**src/hw/fbch_consts.vh**
```
`ifndef FBCH_CONSTS_VH
`define FBCH_CONSTS_VH

// ======================================================================
// Command and reply tags
`define FBCH_CMD_ERASE_ALL      8'h01
`define FBCH_CMD_MEM_READ       8'h03
`define FBCH_CMD_PROP_WRITE     8'h0C
`define FBCH_CMD_MASS_UNLOCK    8'h0D
`define FBCH_TAG_PLAIN_REPLY    8'hA0
`define FBCH_TAG_READ_REPLY     8'hA3
`define FBCH_FLAG_DATA_PHASE    8'h01
`define FBCH_FLAG_NONE          8'h00

// ======================================================================
// Status codes
`define FBCH_ST_OK              32'h00000000
`define FBCH_ST_FAIL            32'h00000001
`define FBCH_ST_BAD_ARG         32'h00000004
`define FBCH_ST_MISALIGN        32'h00000065
`define FBCH_ST_OUT_OF_RANGE    32'h00000066
`define FBCH_ST_ACCESS_FAULT    32'h00000067
`define FBCH_ST_PROT_FAULT      32'h00000068
`define FBCH_ST_OP_FAIL         32'h00000069
`define FBCH_ST_UNKNOWN_PROP    32'h0000003C
`define FBCH_ST_READONLY_PROP   32'h0000003D
`define FBCH_ST_PROT_RANGE      32'h000027D8

// ======================================================================
// Security byte
`define FBCH_SEC_BYTE_ADDR      32'h0000040C
`define FBCH_SEC_UNLOCKED_VAL   8'hFE
`define FBCH_SEC_MASS_ERASE_ENABLE_FIELD_LSB       4
`define FBCH_SEC_MASS_ERASE_ENABLE_FIELD_OFF       2'h2

// ======================================================================
// Properties
`define FBCH_PROP_WRITE_CHECK   32'h0000000A
`define FBCH_PROP_VERSION       32'h00000001

`endif

```
**src/hw/fbch_range_check.v**
```verilog
`timescale 1ns/1ps
`default_nettype none

// ======================================================================
// Region check: alignment, containment in flash, protection overlap
module fbch_range_check
#(
  parameter FLASH_BASE = 32'h00000000,
  parameter FLASH_SIZE = 32'h00040000,
  parameter SECTORS    = 32
)
(
  input  wire [31:0]        startAddr,
  input  wire [31:0]        byteCount,
  input  wire [SECTORS-1:0] protMask,
  output wire               misaligned,
  output wire               outOfRange,
  output wire               touchesProt
);

  localparam [31:0] SECT_SIZE = FLASH_SIZE / SECTORS;

  wire [32:0] endAddr;
  wire [SECTORS-1:0] hit;

  // Low two bits of both values must be clear
  assign misaligned = (startAddr[1:0] != 2'h0) | (byteCount[1:0] != 2'h0);  // RULE_07
  // 33-bit end avoids wrap around the top of the address space
  assign endAddr = {1'b0, startAddr} + {1'b0, byteCount};
  assign outOfRange = (startAddr < FLASH_BASE) |
                      (endAddr > ({1'b0, FLASH_BASE} + {1'b0, FLASH_SIZE}));  // RULE_08

  // Each protected sector is checked for overlap with the region
  genvar s;
  generate
    for (s = 0; s < SECTORS; s = s + 1)
    begin : gSect
      wire [32:0] lo = {1'b0, FLASH_BASE} + s * {1'b0, SECT_SIZE};
      wire [32:0] hi = lo + {1'b0, SECT_SIZE};
      assign hit[s] = protMask[s] & ({1'b0, startAddr} < hi) & (endAddr > lo);
    end
  endgenerate
  assign touchesProt = |hit;  // RULE_09

endmodule // fbch_range_check

`default_nettype wire

```
**src/hw/fbch_handler.v**
```verilog
// Functional notes
// RULE_01 - property write: code 0C, id then value
// RULE_02 - read-only property: unchanged, read-only status
// RULE_03 - property write replies plain status only
// RULE_04 - whole erase fails if anything protected
// RULE_05 - whole erase releases security until reset
// RULE_06 - whole erase replies plain status
// RULE_07 - region misaligned start/count gives 101
// RULE_08 - region outside flash gives 102
// RULE_09 - region touching protection gives 10200
// RULE_10 - region reply may carry 103, 104, 105
// RULE_11 - mass erase 0D erases everything
// RULE_12 - mass erase unsecures, programs 0x40C to FE
// RULE_13 - mass erase refused when enable field off
// RULE_14 - memory read: code 03, address, count
// RULE_15 - read allowed unless security protects region
// RULE_16 - host pulls data until count reached
// RULE_17 - read ends with plain status reply
// RULE_18 - read reply A3, data flag, status, count
// RULE_19 - writable property stored, success replied
// RULE_20 - each command completes before next decode
`timescale 1ns/1ps
`default_nettype none

`include "fbch_consts.vh"

module fbch_handler
#(
  parameter FLASH_BASE = 32'h00000000,
  parameter FLASH_SIZE = 32'h00040000,
  parameter SECTORS    = 32,
  parameter REGION_CMD = 8'h02
)
(
  input  wire               clk,
  input  wire               rst,
  // Decoded command packet from framing layer
  input  wire               cmdValid,
  output wire               cmdReady,
  input  wire [7:0]         cmdTag,
  input  wire [31:0]        cmdParam0,
  input  wire [31:0]        cmdParam1,
  // Reply packet to framing layer
  output reg                rspValid,
  input  wire               rspReady,
  output reg  [7:0]         rspTag,
  output reg  [7:0]         rspFlags,
  output reg  [31:0]        rspStatus,
  output reg  [31:0]        rspCount,
  // Data phase: host pulls one word per pull
  input  wire               dataPull,
  output reg                dataValid,
  output reg  [31:0]        dataWord,
  // Memory read port
  output reg                memRdReq,
  output reg  [31:0]        memRdAddr,
  input  wire               memRdAck,
  input  wire [31:0]        memRdData,
  // Flash controller
  output reg                flashReq,
  output reg  [1:0]         flashOp,
  output reg  [31:0]        flashAddr,
  output reg  [31:0]        flashLen,
  output reg  [7:0]         flashWrByte,
  input  wire               flashDone,
  input  wire [2:0]         flashErr,
  // Security and protection state
  input  wire [SECTORS-1:0] protMask,
  input  wire [7:0]         securityByte,
  input  wire               secRegionMatch,
  output reg                secureActive,
  output reg                writeCheck
);

  // ======================================================================
  // States and flash ops
  localparam [7:0] S_IDLE  = 8'h01;
  localparam [7:0] S_ERASE = 8'h02;
  localparam [7:0] S_PROG  = 8'h04;
  localparam [7:0] S_RRSP  = 8'h08;
  localparam [7:0] S_RDATA = 8'h10;
  localparam [7:0] S_RMEM  = 8'h20;
  localparam [7:0] S_FIN   = 8'h40;
  localparam [7:0] S_REPLY = 8'h80;
  localparam [1:0] OP_ALL    = 2'h0;
  localparam [1:0] OP_REGION = 2'h1;
  localparam [1:0] OP_MASS   = 2'h2;
  localparam [1:0] OP_BYTE   = 2'h3;

  reg  [7:0]  state;
  reg  [31:0] remain;
  reg  [31:0] finStatus;
  wire        isMass;
  wire        readBlocked;
  wire        misaligned;
  wire        outOfRange;
  wire        touchesProt;
  wire        anyProt;
  wire        meenOff;
  wire [31:0] flashStatus;

  fbch_range_check
  #(
    .FLASH_BASE (FLASH_BASE),
    .FLASH_SIZE (FLASH_SIZE),
    .SECTORS    (SECTORS)
  )
  uRange
  (
    .startAddr   (cmdParam0),
    .byteCount   (cmdParam1),
    .protMask    (protMask),
    .misaligned  (misaligned),
    .outOfRange  (outOfRange),
    .touchesProt (touchesProt)
  );

  assign anyProt = |protMask;
  assign isMass = (cmdTag == `FBCH_CMD_MASS_UNLOCK);
  // Secured regions stay closed only while security is in force
  assign readBlocked = secureActive & secRegionMatch;
  assign meenOff = securityByte[`FBCH_SEC_MASS_ERASE_ENABLE_FIELD_LSB+1:`FBCH_SEC_MASS_ERASE_ENABLE_FIELD_LSB] == `FBCH_SEC_MASS_ERASE_ENABLE_FIELD_OFF;
  // New commands are only decoded when idle
  assign cmdReady = (state == S_IDLE);  // RULE_20

  // Flash controller error code to status, worst first
  assign flashStatus = flashErr[0] ? `FBCH_ST_ACCESS_FAULT :
                       flashErr[1] ? `FBCH_ST_PROT_FAULT :
                       flashErr[2] ? `FBCH_ST_OP_FAIL : `FBCH_ST_OK;  // RULE_10

  // ======================================================================
  // Command sequencer
  always @(posedge clk or posedge rst)
  begin
    if (rst)
    begin
      state        <= S_IDLE;
      rspValid     <= 1'b0;
      rspTag       <= 8'h00;
      rspFlags     <= 8'h00;
      rspStatus    <= 32'h00000000;
      rspCount     <= 32'h00000000;
      dataValid    <= 1'b0;
      dataWord     <= 32'h00000000;
      memRdReq     <= 1'b0;
      memRdAddr    <= 32'h00000000;
      flashReq     <= 1'b0;
      flashOp      <= 2'h0;
      flashAddr    <= 32'h00000000;
      flashLen     <= 32'h00000000;
      flashWrByte  <= 8'h00;
      secureActive <= 1'b1;  // Security returns on every reset
      writeCheck   <= 1'b0;
      remain       <= 32'h00000000;
      finStatus    <= 32'h00000000;
    end
    else
    begin
      case (state)
        S_IDLE:
        begin
          rspTag   <= `FBCH_TAG_PLAIN_REPLY;
          rspFlags <= `FBCH_FLAG_NONE;
          rspCount <= 32'h00000000;
          if (cmdValid)
          begin
            // Immediate answer by default; a started flash operation takes it back
            rspValid <= 1'b1;
            state    <= S_REPLY;
            if (cmdTag == `FBCH_CMD_PROP_WRITE)  // RULE_01
            begin
              // Only the write-check property is writable here
              if (cmdParam0 == `FBCH_PROP_WRITE_CHECK)
              begin
                if (cmdParam1[31:1] != 31'h0)
                  rspStatus <= `FBCH_ST_BAD_ARG;  // RULE_03
                else
                begin
                  writeCheck <= cmdParam1[0];  // RULE_19
                  rspStatus  <= `FBCH_ST_OK;
                end
              end
              else if (cmdParam0 == `FBCH_PROP_VERSION)
                rspStatus <= `FBCH_ST_READONLY_PROP;  // RULE_02
              else
                rspStatus <= `FBCH_ST_UNKNOWN_PROP;  // RULE_03
            end
            else if ((cmdTag == `FBCH_CMD_ERASE_ALL) | isMass)
            begin
              // Whole erase stops on protection, mass erase on its enable field
              if (isMass ? meenOff : anyProt)  // RULE_04 RULE_13
                rspStatus <= isMass ? `FBCH_ST_FAIL : `FBCH_ST_PROT_FAULT;
              else
              begin
                flashOp  <= isMass ? OP_MASS : OP_ALL;  // RULE_11
                flashReq <= 1'b1;
                rspValid <= 1'b0;
                state    <= S_ERASE;
              end
            end
            else if (cmdTag == REGION_CMD)
            begin
              // Alignment first, then range, then protection
              if (misaligned | outOfRange | touchesProt)
                rspStatus <= misaligned ? `FBCH_ST_MISALIGN :
                             outOfRange ? `FBCH_ST_OUT_OF_RANGE :
                             `FBCH_ST_PROT_RANGE;  // RULE_07
              else
              begin
                flashOp   <= OP_REGION;
                flashAddr <= cmdParam0;
                flashLen  <= cmdParam1;
                flashReq  <= 1'b1;
                rspValid  <= 1'b0;
                state     <= S_ERASE;
              end
            end
            else if (cmdTag == `FBCH_CMD_MEM_READ)  // RULE_14
            begin
              rspTag    <= `FBCH_TAG_READ_REPLY;  // RULE_18
              rspFlags  <= `FBCH_FLAG_DATA_PHASE;
              memRdAddr <= cmdParam0;
              rspStatus <= readBlocked ? `FBCH_ST_PROT_FAULT : `FBCH_ST_OK;  // RULE_15
              rspCount  <= readBlocked ? 32'h00000000 : cmdParam1;
              remain    <= readBlocked ? 32'h00000000 : cmdParam1;
              state     <= S_RRSP;
            end
            else
              rspStatus <= `FBCH_ST_BAD_ARG;
          end
        end
        S_ERASE:
        begin
          flashReq <= 1'b0;
          if (flashDone)
          begin
            if ((flashErr == 3'h0) & (flashOp == OP_MASS))
            begin
              // Program the security byte to its unlocked value
              flashOp     <= OP_BYTE;  // RULE_12
              flashAddr   <= `FBCH_SEC_BYTE_ADDR;
              flashLen    <= 32'h00000001;
              flashWrByte <= `FBCH_SEC_UNLOCKED_VAL;
              flashReq    <= 1'b1;
              secureActive <= 1'b0;  // RULE_12
              state       <= S_PROG;
            end
            else
            begin
              if ((flashErr == 3'h0) & (flashOp == OP_ALL))
                secureActive <= 1'b0;  // RULE_05
              rspStatus <= flashStatus;  // RULE_06
              rspValid  <= 1'b1;
              state     <= S_REPLY;
            end
          end
        end
        S_PROG:
        begin
          flashReq <= 1'b0;
          if (flashDone)
          begin
            rspStatus <= flashStatus;
            rspValid  <= 1'b1;
            state     <= S_REPLY;
          end
        end
        S_RRSP:
        begin
          if (rspReady)
          begin
            rspValid  <= 1'b0;
            finStatus <= rspStatus;
            state     <= (remain == 32'h0) ? S_FIN : S_RDATA;
          end
        end
        S_RDATA:
        begin
          // Device only answers pulls; the host drives the pace
          if (dataValid & dataPull)  // RULE_16
            dataValid <= 1'b0;
          else if (!dataValid)
          begin
            if (remain == 32'h0)
              state <= S_FIN;
            else
            begin
              memRdReq <= 1'b1;
              state    <= S_RMEM;
            end
          end
        end
        S_RMEM:
        begin
          if (memRdAck)
          begin
            memRdReq  <= 1'b0;
            dataWord  <= memRdData;
            dataValid <= 1'b1;
            memRdAddr <= memRdAddr + 32'h00000004;
            remain    <= (remain > 32'h4) ? remain - 32'h00000004 : 32'h00000000;
            state     <= S_RDATA;
          end
        end
        S_FIN:
        begin
          rspTag    <= `FBCH_TAG_PLAIN_REPLY;  // RULE_17
          rspFlags  <= `FBCH_FLAG_NONE;
          rspCount  <= 32'h00000000;
          rspStatus <= finStatus;
          rspValid  <= 1'b1;
          state     <= S_REPLY;
        end
        S_REPLY:
        begin
          if (rspReady)
          begin
            rspValid <= 1'b0;
            state    <= S_IDLE;  // RULE_20
          end
        end
        default:
        begin
          state <= S_IDLE;
        end
      endcase
    end
  end

endmodule // fbch_handler

`default_nettype wire

```
**config.mk**
```make
export PLATFORM = sky130hd
export DESIGN_NAME = fbch_handler
export DESIGN_NICKNAME = d
export VERILOG_FILES = /design/src/hw/fbch_range_check.v /design/src/hw/fbch_handler.v
export VERILOG_INCLUDE_DIRS = /design/src /design/src/hw
export SDC_FILE = /design/constraint.sdc
export NUM_CORES = 1
export LEC_CHECK = 0
export BUFFER_PORTS_ARGS = -buffer_cell sky130_fd_sc_hd__buf_2
export CAP_MARGIN = 15
export CORE_UTILIZATION = 55
export DETAILED_ROUTE_END_ITERATION = 7
export GPL_TIMING_DRIVEN = 0
export PLACE_DENSITY = 0.8
export SYNTH_ARGS = -nofsm -noshare
export SYNTH_HDL_FRONTEND = slang
export SYNTH_HIERARCHICAL = 1
export SYNTH_SLANG_ARGS = --single-unit
```
**constraint.sdc**
```tcl
create_clock -name clk -period 10.2 [get_ports clk]
set_clock_uncertainty 0.1 [all_clocks]
set_input_delay 0 -clock clk [delete_from_list [all_inputs] [get_ports clk]]
set_output_delay 0 -clock clk [all_outputs]
set_load 0.1 [all_outputs]
```
# --- Word level (Yosys, flattened, before mapping) ---
# Cells that the tools add are included.
word_totals:
  out_inout_bits: 225
  register_bits: 289
  wordCells: 365
  inputBits: 155
classes:
  addsub: 3
  bitwise_logic: 74
  reduce_logical: 31
  eq_ne: 41
  magnitude_cmp: 67
  mux: 130
ops:
  columns: ["operator", "n"]
  rows:
  - ["$mux 32", 43]
  - ["$gt 33x18->1 const B", 16]
  - ["$lt 32x18->1 const B", 16]
  - ["$pmux 32 s2", 5]
  - ["$gt 33x17->1 const B", 8]
  - ["$lt 32x17->1 const B", 8]
  - ["$gt 33x16->1 const B", 4]
  - ["$lt 32x16->1 const B", 4]
  - ["$pmux 32 s4", 1]
  - ["$mux 8", 15]
  - ["$and 1x1->1", 68]
  - ["$gt 33x15->1 const B", 2]
  - ["$lt 32x15->1 const B", 2]
  - ["$pmux 8 s8", 1]
  - ["$reduce_or 32->1", 2]
  - ["$mux 7", 8]
  - ["$add 32x32->33", 1]
  - ["$gt 33x1->1 const B", 1]
  - ["$gt 33x14->1 const B", 1]
  - ["$gt 33x19->1 const B", 1]
  - ["$mux 1", 33]
  - ["$add 32x3->32 const B", 1]
  - ["$eq 32x1->1 const B", 1]
  - ["$eq 32x4->1 const B", 1]
  - ["45 further kinds", 103]

# --- Logic depth before layout (Yosys ltp) ---
depth:
  word_depth: 11
  depth_mapped: 25
  mapped_depth_nobuf: 20

# --- By module ---
# The synthesis kept the hierarchy.
modules_own_cells:
  columns: ["mod", "seq_area_each_um2", "n_inst", "cells_each", "area_per_inst_um2"]
  rows:
  - ["fbch_handler", 6884.1, 1, 1300, 12776.0]
  - ["fbch_range_check", 0.0, 1, 574, 3709.8]

# --- Worst setup path after synthesis ---
# OpenSTA, ideal clock, no wires.
synth_timing:
  path_type: "input-to-reg"
  startpoint: "input cmdParam0[0]"
  endpoint: "register rspStatus[0]"
  required_ps: 9974
  slack_ps: 4548
  arrival_time_ps: 5427
  stages: 22
  setup_time_ps: 126
  path_buffers: 2
  path_cell_list: "ha_1 fa_1 or2_2 a2111oi_4 o311ai_1 a2111oi_2 nand4b_1 nor4_4 or4b_1 a21boi_1 o21ai_1 a211oi_2 nand4_1 or4_1 or4_1 o32ai_1 nand3_1 nor3b_1 or4_1 buf_2 buf_6 mux2_4"
synth_via:
  word_cells_on_any_way: 150
  classes_between: "1 x add/sub; 66 x order compare; 3 x eq/ne; 9 x mux; 68 x bitwise; 3 x reduce/logical"
synth_rtl:
  columns: ["element", "line", "rtl"]
  rows:
  - ["from (decl)", "fbch_handler.v:41", "input wire [31:0] cmdParam0,"]
  - ["$add 32x32->33, or another cell as far along", "fbch_range_check.v:29", "assign endAddr = {1'b0, startAddr} + {1'b0, byteCount};"]
  - ["$gt 33x1->1, or another cell as far along", "fbch_range_check.v:40", "assign hit[s] = protMask[s] & ({1'b0, startAddr} < hi) & (endAddr > lo);"]
  - ["$and 1x1->1", "fbch_range_check.v:40", null]
  - ["$reduce_or 32->1 *", "fbch_range_check.v:43", "assign touchesProt = |hit;"]
  - ["via touchesProt", "fbch_handler.v:97", "wire touchesProt;"]
  - ["$or 1x1->1 *", "fbch_handler.v:204", "if (misaligned | outOfRange | touchesProt)"]
  - ["$ne 5x4->1 (no line) *", null, null]
  - ["$reduce_and 7->1 (no line) *", null, null]
  - ["to (signal assigned)", "fbch_handler.v:205", "rspStatus <= misaligned ? `FBCH_ST_MISALIGN :"]
  - ["to (signal assigned)", "fbch_handler.v:223", "rspStatus <= readBlocked ? `FBCH_ST_PROT_FAULT : `FBCH_ST_OK;"]
  - ["to (signal assigned)", "fbch_handler.v:229", "rspStatus <= `FBCH_ST_BAD_ARG;"]
  - ["to (decl)", "fbch_handler.v:48", "output reg [31:0] rspStatus,"]
# The timed path passes the listed nets; every way through them passes the cells marked *. The select of a mux whose other input is x is not followed.
# A chain may end at the register's enable or synchronous reset.

# --- Worst setup path in the final report ---
layout_timing:
  startpoint: "input cmdParam1[0]"
  endpoint: "register rspStatus[13]"
layout_via:
  word_cells_on_any_way: 82
  classes_between: "1 x add/sub; 33 x order compare; 1 x eq/ne; 8 x mux; 36 x bitwise; 3 x reduce/logical"
layout_rtl:
  columns: ["element", "line", "rtl"]
  rows:
  - ["from (decl)", "fbch_handler.v:42", "input wire [31:0] cmdParam1,"]
  - ["$add 32x32->33 *", "fbch_range_check.v:29", null]
  - ["$gt 33x1->1, or another cell as far along", "fbch_range_check.v:40", null]
  - ["$and 1x1->1", "fbch_range_check.v:40", null]
  - ["$reduce_or 32->1 *", "fbch_range_check.v:43", null]
  - ["via touchesProt", "fbch_handler.v:97", null]
  - ["$or 1x1->1 *", "fbch_handler.v:204", null]
  - ["$ne 5x4->1 (no line) *", null, null]
  - ["$reduce_and 7->1 (no line) *", null, null]
# Marked as above.

==> flow_metrics.py <==
metrics = {
    "clock_network": {
        "clk_latency_ns": 0.58,
        "clock_sinks": 275,
        "numCtsBuffers": 29,
        "cts_max_path_buffers": 3,
        "cts_root_buf": "clkbuf_16",
        "htree_levels": 1,
        "clk_pin_slew_ns": 0.07,
        "cts_resized": 0,
        "cts_tree": "built",
    },
    "pwr": {
        "p_leak_nw": 10.5,
        "p_total_mw": 3.13,
        "swShare_pct": 36.0,
        "power.internal_mw": 2.00,
        "p_sw_mw": 1.13,
        "seqPwrFrac_pct": 37.2,
        "vdd.ir_drop.worst_uv": 163,
        "combinationalPowerShare_pct": 27.2,
        "powerDensity_nw_per_um2": 148,
        "clkPwrFrac_pct": 35.6,
    },
    "grt": {
        "grt_start_max_net_pins": 124,
        "grt_pass1_wl_um": 101000,
        "gr-usage-all-layers_pct": 43.0,
        "grt_pass1_vias": 17697,
        "overflow": 0,
        "antenna_found_initial": 2,
    },
    "logic_synthesis": {
        "synth_seq_area_share_pct": 41.8,
        "synth.area.top_cells": "dfrtp_1 41%, nand2_1 6.8%, mux2_2 4.8%",
        "avgSynthCellArea_um2": 8.80,
        "yosys-top-cells-count": "300 x nand2_1, 273 x dfrtp_1, 137 x nor2_1",
        "synthFlopType": "dfrtp_1",
        "synthArstFlopShare_pct": 100,
        "yosys_register_bits": 275,
        "synth_top_cell_area_share_pct": 41.4,
        "synth.distinct_cells": 101,
        "ys.warnings.count": 6,
        "netlist_area_um2": 16500,
        "synth_top_area_cell": "dfrtp_1",
        "synth_edf_count": 0,
        "yosysMostFrequentCell": "nand2_1",
        "synthCells": 1874,
    },
    "detailed_routing": {
        "drt-pass1-iter-count": 6,
        "dr_total_vias": 18182,
        "wl_met3_um": 7190,
        "routed_wl_um": 67400,
        "drt-met1-wl_um": 25500,
        "via_per_inst": 6.47,
        "drt-initial-drc-count": 1902,
        "drc": 0,
        "dr_wl_met2_um": 30400,
        "wl_per_cell_um": 24.0,
        "ant_nets": 0,
        "routed.top_layer": "met4",
    },
    "sta": {
        "rsz0062_at_grt": "false",
        "slew_headroom_pct": 19.6,
        "finalHoldViolations": 0,
        "worst_pin_slew_ns": 1.21,
        "hold_ws_ns": 0.0625,
        "period_share_pct": 70.1,
        "maxSlewViolCount": 0,
        "fmax_mhz": 140,
        "setup_viol": 0,
        "finalCriticalPeriod_ns": 7.15,
        "finalWorstSetupSlack_ns": 3.05,
    },
    "place": {
        "place.gp.congestion": 1.00,
        "dp_cells": 2638,
        "dp_hpwl_um": 47900,
        "io_buffers": 360,
        "dpl_cell_area_um2": 18900,
        "post-place-ws_ns": 3.24,
    },
    "setup_path": {
        "setup.worst_path.start_class": "primary input",
        "worst_ep_required_time_ns": 10.57,
        "end_kind": "flop",
        "crit_end": "rspStatus[13]",
        "rr_endpoint": "flashAddr[13]",
        "crit_start": "cmdParam1[0]",
        "reg2reg_depth": 9,
        "critPathMaxFanout": 10,
        "arrival_ns": 7.51,
        "timing.rr.start": "state[0]",
        "crit_type": "in2reg",
        "r2r_slack_ns": 6.46,
    },
    "floorplanning": {
        "coreArea_um2": 29600,
        "start_util_pct": 55.8,
        "die_y_um": 175,
        "io-pin-count": 380,
        "fp.dieW_um": 175,
        "dieArea_um2": 30700,
        "rows": 63,
    },
    "job": {
        "cap_violations": 0,
    },
    "finish": {
        "n_fill_cell": 2222,
        "stdcell_count": 2811,
        "stdcell_area_um2": 21100,
        "layout.nets": 2588,
        "area_delta_synth_final_pct": 27.9,
        "drive_gt1_share_pct": 24.1,
    },
    "worst_hold_path": {
        "hp-class": "in2async",
    },
    "status": {
        "status": "finished, final reports clean",
    },
}
## per-stage QoR
step                      TNS, ns  utilization, %
after global routing            0            71.3
final                           0            71.3
after CTS                       0            71.3
after detailed placement        0            63.9
after floorplan                 0               -
after global placement    -103.36            63.7
## per-layer routing
metal / GRT usage, % / up-vias
met5: 0 / -
met4: 25.3 / 0
met3: 9.46 / 264
met2: 68.1 / 1280
met1: 54.0 / 8689
li1: - / 7949
## cell families after synthesis
kind of cell,after synthesis,share of synthesized area [%]
AOI/OAI and AO/OA,487,19.9
muxes,85,5.79
buffers and inverters,163,4.87
adders and majority gates,36,2.78
DFF,275,41.8
other,1,0.0227
and+or+nand+nor,807,23.8
xor gates and xnor gates,20,1.06
## power groups by stage
stage | Sequential [mW] | Combinational, mW | Clock (mW)
6_report | 1.16 | 0.850 | 1.11
5_1_grt | 1.17 | 0.893 | 1.16
2_1_floorplan | 1.32 | 0.406 | 0
4_1_cts | 1.16 | 0.825 | 1.11
3_3_place_gp | 1.18 | 0.779 | 0
3_5_place_dp | 1.18 | 0.788 | 0
## area by class of cell
| cell class | count | area (µm²) | share of cell area (%) |
|---|---|---|---|
| multi-input cells | 1447 | 8850 | 42.0 |
| clock inverters | 7 | 108 | 0.510 |
| flip-flops and latches | 275 | 6880 | 32.6 |
| well taps | 390 | 488 | 2.31 |
| diodes | 2 | 5.00 | 0.0237 |
| clock buffers | 46 | 890 | 4.22 |
| repair buffers | 481 | 3050 | 14.5 |
| inverters | 31 | 124 | 0.587 |
| plain buffers | 132 | 687 | 3.26 |
## worst max-delay path, cell delays in order
cell	delay [ns]
dlygate4sd3_1	0.56
buf_2	0.24
ha_1	0.25
fa_1	0.45
a21o_2	0.25
a221oi_4	0.43
or2_2	0.19
buf_2	0.16
a41o_2	0.21
nor2_1	0.06
clkbuf_1	0.27
nor2_1	0.53
nor2_1	0.13
a2111oi_0	0.57
nand3_1	0.17
a221oi_1	0.23
nand4_1	0.14
or4_1	0.63
or4_1	0.48
o32ai_1	0.33
nand3_1	0.13
nor3b_1	0.17
or4_1	0.12
buf_2	0.19
buf_2	0.32
mux2i_1	0.29
## registers in the layout, indices dropped and copies added (netlist names), 2 cells and up
name / cells
dataWord: 32
finStatus: 32
flashAddr: 32
flashLen: 32
flashOp: 2
memRdAddr: 32
remain: 32
rspCount: 32
rspStatus: 32
rspTag: 2
state: 8
## layout by cell type (no fill, tap or decap), drive strengths merged, types with 14 or more instances in the layout
cell         Yosys  layout
a22o            35      35
o21ai          107     107
nor2b           15      15
nand2          300     300
buf             50     413
ha              35      35
nor2           137     137
clkbuf          81     127
mux2            74      74
nor3            52      52
inv             31      32
a21oi          122     122
o211ai          38      38
or2             14      14
dlygate4sd3      0     118
nor4            46      46
dfrtp          273     273
a31oi           26      26
o22ai           18      18
nand4           52      52
nand3          105     105
## how the worst min path moves through the flow
stage / cells past startpoint / endpoint / from
after global placement: 2 / dataWord[30] / memRdData[30]
after detailed placement: 2 / state[5] / memRdAck
final: 3 / memRdAddr[6] / rst
after floorplan: 1 / secureActive / flashDone
after global routing: 3 / dataWord[8] / memRdData[8]
after CTS: 3 / dataWord[6] / memRdData[6]
## repair_timing
action,4_1_cts,5_1_grt
buffers inserted,0,0
endpoints found under the hold margin,337,0
hold buffers,118,0
Note: power is estimated with default switching activity, not from simulation.
